[config.mk]
export PLATFORM = sky130hd
export DESIGN_NAME = sensor_readmode_flash_gain_regs
export DESIGN_NICKNAME = d
export VERILOG_FILES = /design/src/inc/sensor_regs_pkg.sv /design/src/rtl/frame_shadow.sv /design/src/rtl/sensor_readmode_flash_gain_regs.sv
export SDC_FILE = /design/constraint.sdc
export NUM_CORES = 1
export LEC_CHECK = 0
export BUFFER_PORTS_ARGS = -buffer_cell sky130_fd_sc_hd__buf_2
export CAP_MARGIN = 20
export CORE_MARGIN = 4
export CORE_UTILIZATION = 57
export CTS_CLUSTER_DIAMETER = 150
export CTS_CLUSTER_SIZE = 20
export DETAILED_ROUTE_END_ITERATION = 10
export PLACE_DENSITY = 0.8
export SLEW_MARGIN = 20
export SYNTH_ARGS = -nofsm -noshare
export SYNTH_HDL_FRONTEND = slang
export SYNTH_SLANG_ARGS = --single-unit
[constraint.sdc]
create_clock -name clk -period 2.74 [get_ports clk]
set_input_delay 0.274 -clock clk [delete_from_list [all_inputs] [get_ports clk]]
set_output_delay 0.274 -clock clk [all_outputs]
set_load 0.01 [all_outputs]
[src/inc/sensor_regs_pkg.sv]
/*
   Constants for the readout-mode, flash-strobe and channel-gain register slice.
   Assumes an 8-bit register index and 16-bit register data from the serial port.
*/
// Operation
// - Context A low-power bit halves readout rate; zero reads at full speed.
// - Context A column skip: read two columns, skip two, repeatedly.
// - Context A row skip: read two rows, skip two, e.g. 8, 9, 12, 13.
// - Context selector: zero applies context A fields, one applies context B fields.
// - Flash control top bit is read-only and shows the strobe output state.
// - Xenon flash drives strobe high for the programmed length inside vertical blanking.
// - Xenon mode holds integration at one frame; pulse stays shorter than blanking.
// - Flash pulse is postponed by the two-bit frame delay count.
// - Xenon fires after readout when end-of-reset is zero, after reset when one.
// - Xenon flash fires for one frame only, or every frame when every-frame is set; with a frame delay of N it fires every N+1 frames.
// - LED flash raises strobe before the frame reset starts.
// - LED disabled: strobe stays high until current frame readout completes.
// - Xenon pulse length is count times 1024 clock cycles; count defaults to eight.
// - Initial gain is seven-bit field times 0.03125; default 0x20 is unity.
// - Each set analog gain bit doubles the initial gain.
// - Each set digital gain bit doubles the analog gain.
package sensor_regs_pkg;
   // ***************************************************************
   // Register indices
   // ***************************************************************
   localparam logic [7:0] READOUT_MODE_CTX_A_IDX = 8'h21;
   localparam logic [7:0] FLASH_STROBE_CONTROL_IDX = 8'h23;
   localparam logic [7:0] FIRST_GREEN_CHANNEL_GAIN_IDX = 8'h2b;
   localparam logic [7:0] BLUE_CHANNEL_GAIN_IDX = 8'h2c;

   // ***************************************************************
   // Field positions
   // ***************************************************************
   localparam int LOW_POWER_BIT = 10;
   localparam int COL_SKIP_BIT = 3;
   localparam int ROW_SKIP_BIT = 2;
   localparam int FLASH_STROBE_BIT = 15;
   localparam int XENON_EN_BIT = 13;
   localparam int FRAME_DELAY_LSB = 11;
   localparam int END_OF_RESET_BIT = 10;
   localparam int EVERY_FRAME_BIT = 9;
   localparam int LED_EN_BIT = 8;
   localparam int XENON_COUNT_LSB = 0;
   localparam int INIT_GAIN_LSB = 0;
   localparam int ANALOG_GAIN_LSB = 7;
   localparam int DIGITAL_GAIN_LSB = 9;
   localparam int SKIP_PAIR_BIT = 1;

   // ***************************************************************
   // Reset values and writable masks
   // ***************************************************************
   localparam logic [15:0] READOUT_MODE_RESET = 16'h040c;
   localparam logic [15:0] READOUT_MODE_MASK = 16'h040c;
   localparam logic [15:0] FLASH_CONTROL_RESET = 16'h0608;
   localparam logic [15:0] FLASH_CONTROL_MASK = 16'h3fff;
   localparam logic [15:0] GAIN_RESET = 16'h0020;
   localparam logic [15:0] GAIN_MASK = 16'h07ff;

   // ***************************************************************
   // Timing and gain format
   // ***************************************************************
   localparam int XENON_UNIT_CYCLES = 1024;
   localparam int GAIN_FRAC_BITS = 5;
   localparam int GAIN_FIELD_W = 11;
   localparam int ANALOG_OUT_W = 9;
   localparam int TOTAL_OUT_W = 11;

   typedef enum {
      FL_IDLE,
      FL_DELAY,
      FL_WAIT,
      FL_PULSE,
      FL_LED,
      FL_LED_HOLD,
      FL_SPENT
   } flash_state_t;
endpackage

[src/rtl/frame_shadow.sv]
/*
   Shadow register: holds a pending value and applies it on a frame-start pulse.
   Assumes frameStart is a one-cycle pulse synchronous to clk.
*/
`timescale 1ns/1ps
`default_nettype none
module frame_shadow #(
   parameter int W = 8,
   parameter logic [W-1:0] RESET_VALUE = '0
) (
   input wire logic clk,
   input wire logic srst,
   input wire logic ce,
   input wire logic frameStart,
   input wire logic [W-1:0] pending,
   output logic [W-1:0] applied
);
   logic [W-1:0] next_applied;

   always_comb
   begin
      next_applied = applied;
      if (frameStart)
      begin
         next_applied = pending;
      end
   end

   always_ff @(posedge clk)
   begin
      if (srst)
      begin
         applied <= RESET_VALUE;
      end
      else if (ce)
      begin
         applied <= next_applied;
      end
   end
endmodule
`default_nettype wire

[src/rtl/sensor_readmode_flash_gain_regs.sv]
/*
   Context-A readout options, flash strobe controller and green1/blue gains.
   Assumes the serial interface presents one-cycle register read/write strobes,
   and that frame timing events arrive as one-cycle pulses synchronous to clk.
*/
`timescale 1ns/1ps
`default_nettype none
module sensor_readmode_flash_gain_regs
   import sensor_regs_pkg::*;
#(
   parameter int PULSE_UNIT = sensor_regs_pkg::XENON_UNIT_CYCLES
) (
   input wire logic clk,
   input wire logic srst,
   input wire logic ce,
   input wire logic regWrite,
   input wire logic regRead,
   input wire logic [7:0] regAddr,
   input wire logic [15:0] regWdata,
   output logic [15:0] regRdata,
   output logic regAck,
   input wire logic contextB,
   input wire logic ctxBLowPower,
   input wire logic ctxBColSkip,
   input wire logic ctxBRowSkip,
   input wire logic frameStart,
   input wire logic resetDone,
   input wire logic readoutDone,
   input wire logic vblank,
   input wire logic [10:0] rowIndex,
   input wire logic [10:0] colIndex,
   output logic lowPowerReadout,
   output logic readoutTick,
   output logic rowKeep,
   output logic colKeep,
   output logic flashStrobe,
   output logic holdOneFrameIntegration,
   output logic [sensor_regs_pkg::ANALOG_OUT_W-1:0] green1AnalogGain,
   output logic [sensor_regs_pkg::TOTAL_OUT_W-1:0] green1TotalGain,
   output logic [sensor_regs_pkg::ANALOG_OUT_W-1:0] blueAnalogGain,
   output logic [sensor_regs_pkg::TOTAL_OUT_W-1:0] blueTotalGain
);
   import sensor_regs_pkg::*;

   localparam int CNT_W = 8 + $clog2(PULSE_UNIT) + 1;
   localparam logic [CNT_W-1:0] UNIT_W = CNT_W'(PULSE_UNIT);
   localparam logic [CNT_W-1:0] CNT_ONE = CNT_W'(1);
   localparam int SHADOW_W = 3 + 2 + 2 * GAIN_FIELD_W;
   localparam logic [SHADOW_W-1:0] SHADOW_RESET =
      {1'b1, 1'b1, 1'b1, 1'b0, 1'b0, GAIN_RESET[GAIN_FIELD_W-1:0], GAIN_RESET[GAIN_FIELD_W-1:0]};

   // ***************************************************************
   // Gain arithmetic
   // ***************************************************************
   function automatic logic [TOTAL_OUT_W-1:0] channelGain(
      input logic [GAIN_FIELD_W-1:0] field,
      input logic withDigital
   );
      logic [TOTAL_OUT_W-1:0] g;
      g = {4'h0, field[INIT_GAIN_LSB +: 7]};
      if (field[ANALOG_GAIN_LSB])
         g = g << 1;
      if (field[ANALOG_GAIN_LSB + 1])
         g = g << 1;
      if (withDigital && field[DIGITAL_GAIN_LSB])
         g = g << 1;
      if (withDigital && field[DIGITAL_GAIN_LSB + 1])
         g = g << 1;
      return g;
   endfunction

   // ***************************************************************
   // Register file
   // ***************************************************************
   logic [15:0] readoutMode;
   logic [15:0] flashControl;
   logic [15:0] green1Gain;
   logic [15:0] blueGain;
   logic [15:0] next_readoutMode;
   logic [15:0] next_flashControl;
   logic [15:0] next_green1Gain;
   logic [15:0] next_blueGain;
   logic [15:0] next_regRdata;
   logic next_regAck;

   always_comb
   begin
      next_readoutMode = readoutMode;
      next_flashControl = flashControl;
      next_green1Gain = green1Gain;
      next_blueGain = blueGain;
      if (regWrite)
      begin
         if (regAddr == READOUT_MODE_CTX_A_IDX)
            next_readoutMode = regWdata & READOUT_MODE_MASK;
         else if (regAddr == FLASH_STROBE_CONTROL_IDX)
            // Strobe status bit is not writable
            next_flashControl = regWdata & FLASH_CONTROL_MASK;
         else if (regAddr == FIRST_GREEN_CHANNEL_GAIN_IDX)
            next_green1Gain = regWdata & GAIN_MASK;
         else if (regAddr == BLUE_CHANNEL_GAIN_IDX)
            next_blueGain = regWdata & GAIN_MASK;
      end
      next_regAck = regRead;
      next_regRdata = regRdata;
      if (regRead)
      begin
         if (regAddr == READOUT_MODE_CTX_A_IDX)
            next_regRdata = readoutMode;
         else if (regAddr == FLASH_STROBE_CONTROL_IDX)
         begin
            next_regRdata = flashControl;
            next_regRdata[FLASH_STROBE_BIT] = flashStrobe;
         end
         else if (regAddr == FIRST_GREEN_CHANNEL_GAIN_IDX)
            next_regRdata = green1Gain;
         else if (regAddr == BLUE_CHANNEL_GAIN_IDX)
            next_regRdata = blueGain;
         else
            next_regRdata = 16'h0000;
      end
   end

   always_ff @(posedge clk)
   begin
      if (srst)
      begin
         readoutMode <= READOUT_MODE_RESET;
         flashControl <= FLASH_CONTROL_RESET;
         green1Gain <= GAIN_RESET;
         blueGain <= GAIN_RESET;
         regRdata <= 16'h0000;
         regAck <= 1'b0;
      end
      else if (ce)
      begin
         readoutMode <= next_readoutMode;
         flashControl <= next_flashControl;
         green1Gain <= next_green1Gain;
         blueGain <= next_blueGain;
         regRdata <= next_regRdata;
         regAck <= next_regAck;
      end
   end

   // ***************************************************************
   // Frame-synchronised copies
   // ***************************************************************
   logic [SHADOW_W-1:0] shadowPending;
   logic [SHADOW_W-1:0] shadowApplied;
   logic aLowPower;
   logic aColSkip;
   logic aRowSkip;
   logic xenonOn;
   logic ledOn;
   logic [GAIN_FIELD_W-1:0] green1Applied;
   logic [GAIN_FIELD_W-1:0] blueApplied;

   assign shadowPending = {readoutMode[LOW_POWER_BIT], readoutMode[COL_SKIP_BIT],
      readoutMode[ROW_SKIP_BIT], flashControl[XENON_EN_BIT], flashControl[LED_EN_BIT],
      green1Gain[GAIN_FIELD_W-1:0], blueGain[GAIN_FIELD_W-1:0]};
   assign {aLowPower, aColSkip, aRowSkip, xenonOn, ledOn, green1Applied, blueApplied} =
      shadowApplied;

   frame_shadow #(
      .W(SHADOW_W),
      .RESET_VALUE(SHADOW_RESET)
   ) shadowRegs (
      .clk(clk),
      .srst(srst),
      .ce(ce),
      .frameStart(frameStart),
      .pending(shadowPending),
      .applied(shadowApplied)
   );

   // ***************************************************************
   // Flash strobe controller
   // ***************************************************************
   flash_state_t flashState;
   flash_state_t next_flashState;
   logic [1:0] delayCnt;
   logic [1:0] next_delayCnt;
   logic [CNT_W-1:0] pulseCnt;
   logic [CNT_W-1:0] next_pulseCnt;
   logic ledMode;
   logic next_ledMode;
   logic next_flashStrobe;
   logic trigEvent;
   logic [7:0] xenonCount;

   assign xenonCount = flashControl[XENON_COUNT_LSB +: 8];
   // Trigger point follows the end-of-reset selection
   assign trigEvent = flashControl[END_OF_RESET_BIT] ? resetDone : readoutDone;

   always_comb
   begin
      next_flashState = flashState;
      next_delayCnt = delayCnt;
      next_pulseCnt = pulseCnt;
      next_ledMode = ledMode;
      case (flashState)
         FL_IDLE:
         begin
            if (frameStart && (ledOn || xenonOn))
            begin
               next_ledMode = ledOn;
               next_delayCnt = flashControl[FRAME_DELAY_LSB +: 2];
               next_flashState = FL_DELAY;
            end
         end
         FL_DELAY:
         begin
            if (!(ledMode ? ledOn : xenonOn))
               next_flashState = FL_IDLE;
            else if (delayCnt == 2'd0)
               // LED lights ahead of the frame reset
               next_flashState = ledMode ? FL_LED : FL_WAIT;
            else if (frameStart)
               next_delayCnt = delayCnt - 2'd1;
         end
         FL_WAIT:
         begin
            if (!xenonOn)
               next_flashState = FL_IDLE;
            else if (trigEvent && vblank)
            begin
               next_pulseCnt = CNT_W'(xenonCount) * UNIT_W;
               if (xenonCount == 8'h00)
                  next_flashState = flashControl[EVERY_FRAME_BIT] ? FL_IDLE : FL_SPENT;
               else
                  next_flashState = FL_PULSE;
            end
         end
         FL_PULSE:
         begin
            next_pulseCnt = pulseCnt - CNT_ONE;
            // Pulse is cut at the end of blanking so every row sees it
            if (pulseCnt == CNT_ONE || !vblank)
               next_flashState = flashControl[EVERY_FRAME_BIT] ? FL_IDLE : FL_SPENT;
         end
         FL_LED:
            if (!ledOn)
               next_flashState = FL_LED_HOLD;
         FL_LED_HOLD:
            if (readoutDone)
               next_flashState = FL_IDLE;
         FL_SPENT:
            // Single-shot mode rearms only after the flash is switched off
            if (!xenonOn && !ledOn)
               next_flashState = FL_IDLE;
         default:
            next_flashState = FL_IDLE;
      endcase
      next_flashStrobe = (next_flashState == FL_PULSE) || (next_flashState == FL_LED) ||
         (next_flashState == FL_LED_HOLD);
   end

   always_ff @(posedge clk)
   begin
      if (srst)
      begin
         flashState <= FL_IDLE;
         delayCnt <= 2'd0;
         pulseCnt <= '0;
         ledMode <= 1'b0;
         flashStrobe <= 1'b0;
      end
      else if (ce)
      begin
         flashState <= next_flashState;
         delayCnt <= next_delayCnt;
         pulseCnt <= next_pulseCnt;
         ledMode <= next_ledMode;
         flashStrobe <= next_flashStrobe;
      end
   end

   // ***************************************************************
   // Readout control and gain outputs
   // ***************************************************************
   logic effLowPower;
   logic effColSkip;
   logic effRowSkip;
   logic next_lowPowerReadout;
   logic next_readoutTick;
   logic next_rowKeep;
   logic next_colKeep;
   logic next_holdOneFrameIntegration;
   logic [TOTAL_OUT_W-1:0] g1Analog;
   logic [TOTAL_OUT_W-1:0] bAnalog;

   assign effLowPower = contextB ? ctxBLowPower : aLowPower;
   assign effColSkip = contextB ? ctxBColSkip : aColSkip;
   assign effRowSkip = contextB ? ctxBRowSkip : aRowSkip;
   assign g1Analog = channelGain(green1Applied, 1'b0);
   assign bAnalog = channelGain(blueApplied, 1'b0);

   always_comb
   begin
      next_lowPowerReadout = effLowPower;
      next_readoutTick = effLowPower ? ~readoutTick : 1'b1;
      next_colKeep = !effColSkip || !colIndex[SKIP_PAIR_BIT];
      next_rowKeep = !effRowSkip || !rowIndex[SKIP_PAIR_BIT];
      next_holdOneFrameIntegration = xenonOn;
   end

   always_ff @(posedge clk)
   begin
      if (srst)
      begin
         lowPowerReadout <= 1'b0;
         readoutTick <= 1'b0;
         rowKeep <= 1'b1;
         colKeep <= 1'b1;
         holdOneFrameIntegration <= 1'b0;
         green1AnalogGain <= '0;
         green1TotalGain <= '0;
         blueAnalogGain <= '0;
         blueTotalGain <= '0;
      end
      else if (ce)
      begin
         lowPowerReadout <= next_lowPowerReadout;
         readoutTick <= next_readoutTick;
         rowKeep <= next_rowKeep;
         colKeep <= next_colKeep;
         holdOneFrameIntegration <= next_holdOneFrameIntegration;
         green1AnalogGain <= g1Analog[ANALOG_OUT_W-1:0];
         green1TotalGain <= channelGain(green1Applied, 1'b1);
         blueAnalogGain <= bAnalog[ANALOG_OUT_W-1:0];
         blueTotalGain <= channelGain(blueApplied, 1'b1);
      end
   end
endmodule
`default_nettype wire

==> qor.csv <==
metric,value,unit
fin_hold_ws,0.0731,ns
reg2reg_to,flashStrobe,
ant_nets,0,
grt_util_all_layers,0.242,
yosysMostFrequentCell,dfxtp_1,
antenna_found_initial,0,
yosys.cell_types.count,64,
netlist.area_leader.share,0.459,
fin_skew,0.0146,ns
r2r_cells,7,
yosys_warnings,0,
worstPathArrival,2.95,ns
synth_edf_count,0,
via_per_inst,5.80,
worstHoldPathType,input port to flop,
first_global_vias,6394,
synthMuxAreaShare,0.0878,
cts_resized,0,
cellPowerDensity,597,nW/um^2
worst_ep_required_time,3.07,ns
synth_xor_area_frac,0.00994,
synth_top_family_by_area,simple AND/OR/NAND/NOR gates,
dr.pass1.iters,7,
synth_commonest_cells,"dfxtp_1 (182), nand2_1 (135), nor2_1 (125), a21oi_1 (89), mux2i_1 (55)",
synthToLayoutAreaGrowth,15.7,%
drc,0,
crit_type,flop to flop,
clk_pin_slew,0.06,ns
synth-seq-area-share,0.459,
async_flop_share,0,
grt_pass1_wl,31800,microns
cts_sinks,182,
startpoint_type,flop,
place.gp.congestion,0.883,
ff_latch_area,3640,sq um
finish.utilization,0.682,
p_leak,3.68,nW
insertedDiodeCount,0,
h-tree-depth,4,
cp_max_fo,10,
wl,19300,microns
pin_count,122,
maxCapViolations,0,
fill_cells,1152,
die_area,15900,sq um
fin_area,9180,sq um
setup_tns,0,ns
ys_ff_latch,182,
outcome,"finished, final reports clean",
synthesis.nets,1006,
core-area,13500,sq um
place_area,8560,sq um
start_util,0.590,
yosys.area_share.adder,0.00473,
grt_max_degree,49,
synth.cell_area,7930,sq um
cts_root_buf,clkbuf_16,
syn_avg_cell_area,8.40,sq um
hold_start,regWdata[12],
r2r_slack,0.12,ns
cts_made_buffers,17,
holdPathEnd,flashControl[12],
cts_tree,yes,
drv_slew,0,
rsz0062_at_grt,false,
worst_slack,0.119,ns
port_buffers,98,
synth_compound_gate_area_share,0.160,
ys.flop_type,dfxtp_1,
max_freq,382,MHz
wl_per_cell,16.0,microns
num_vias,6999,
hold_violations,0,
maxSlewHeadroom,0.499,
tightest_slew,0.751,ns
critPathCaptureType,flop,
fin_crit_sh,0.956,
dp_slack,0.187,ns
drtIter0Drc,751,
final_nets,1079,
synth_area_leaders,"dfxtp_1 (46%), mux2i_1 (6.9%), nand2_1 (6.4%)",
die_h,126,microns
synth.largest_area_cell,dfxtp_1,
fp-row-count,42,
dp_hpwl,13400,microns
period_minus_slack,2.62,ns
yosys.area_share.simple,0.237,
synth_cells,944,
die_x,126,microns
cts_max_path_buffers,2,
clk_latency,0.44,ns
gr-total-overflow,0,
irDropWorstVdd,0.483,mV
drive_above_1_share,0.179,
cts_setup_buffers,0,
multiInputGateArea,3980,sq um
timing.rr.start,flashState[31],
holdBufCountCts,0,
setup_viol,0,
hold_depth,3,
## critical path, cell delays in order, from the launching register on
cell and delay (ns):
dfxtp_1 0.30, nor4_1 0.38, nand4_2 0.34, or3_4 0.50, nor4_1 0.50, a41o_1 0.18, nor3b_2 0.05, o41ai_2 0.26
## worst max-delay path by stage
| stage | from | end | slack [ns] | cells past startpoint |
|---|---|---|---|---|
| 6_report | flashState[31] | flashStrobe | 0.12 | 7 |
| 5_1_grt | flashState[3] | flashStrobe | 0.007 | 7 |
| 4_1_cts | flashState[16] | pulseCnt[16] | 0.18 | 7 |
| 3_5_place_dp | flashState[31] | flashStrobe | 0.19 | 7 |
| 3_3_place_gp | flashState[31] | pulseCnt[1] | 0.27 | 7 |
| 2_1_floorplan | flashState[26] | flashStrobe | 0.47 | 7 |
## sequential cells by signal (all words and copies together), names as in the netlist, 2 cells and up
name	flops
pulseCnt	19
blueGain	11
green1AnalogGain	9
green1TotalGain	11
shadowRegs.applied	27
blueTotalGain	11
green1Gain	11
delayCnt	2
flashControl	14
flashState	32
readoutMode	3
regRdata	15
blueAnalogGain	9
## power by group
group	switching, W	internal [W]	total (W)
Sequential	0.0000243	0.00268	0.00270
Clock	0.00103	0.00146	0.00250
Combinational	0.000182	0.000103	0.000284
Total	0.00124	0.00424	0.00548
## final cells by class
class	instances	share of cell area
repair buffers	121	0.0725
well taps	176	0.0240
multi-input cells	680	0.434
flip-flops and latches	182	0.397
clock buffers	18	0.0479
clock inverters	14	0.0188
inverters	15	0.00614
## cell usage in the layout, fill, tap and decap left out, types with 9 or more instances in the layout
cell	instances
buf_4	24
dfxtp_1	182
nor3_1	15
or3_1	9
and2_1	34
nand2_1	135
o21ai_0	27
nor2_1	125
a21oi_1	89
mux2i_1	55
nand3_1	28
inv_1	15
clkbuf_16	17
buf_2	97
a211oi_1	33
mux2_2	13
nor4_1	13
## cells by family (layout without fill, tap and decap cells)
family | after synthesis | in the layout
adders and majority gates | 3 | 3
xor gates and xnor gates | 9 | 9
and+or+nand+nor | 400 | 400
muxes | 68 | 68
DFF | 182 | 182
other | 1 | 1
AOI/OAI and AO/OA | 199 | 199
buffers and inverters | 82 | 168
## per-layer routing
layer | vias up | wire, microns | global-route usage
met5 | - | 0 | 0
met4 | 0 | 416 | 0.0883
met3 | 33 | 1290 | 0.0487
met2 | 256 | 8680 | 0.374
met1 | 3243 | 8880 | 0.337
li1 | 3467 | - | -
## per-stage QoR
step,std cells,total power (W)
finish,1206,0.00548
global route,1206,0.00567
CTS,1206,0.00551
detailed placement,1174,0.00304
global placement,1174,0.00304
floorplan,944,0.00293
(Power assumes the default switching activity.)
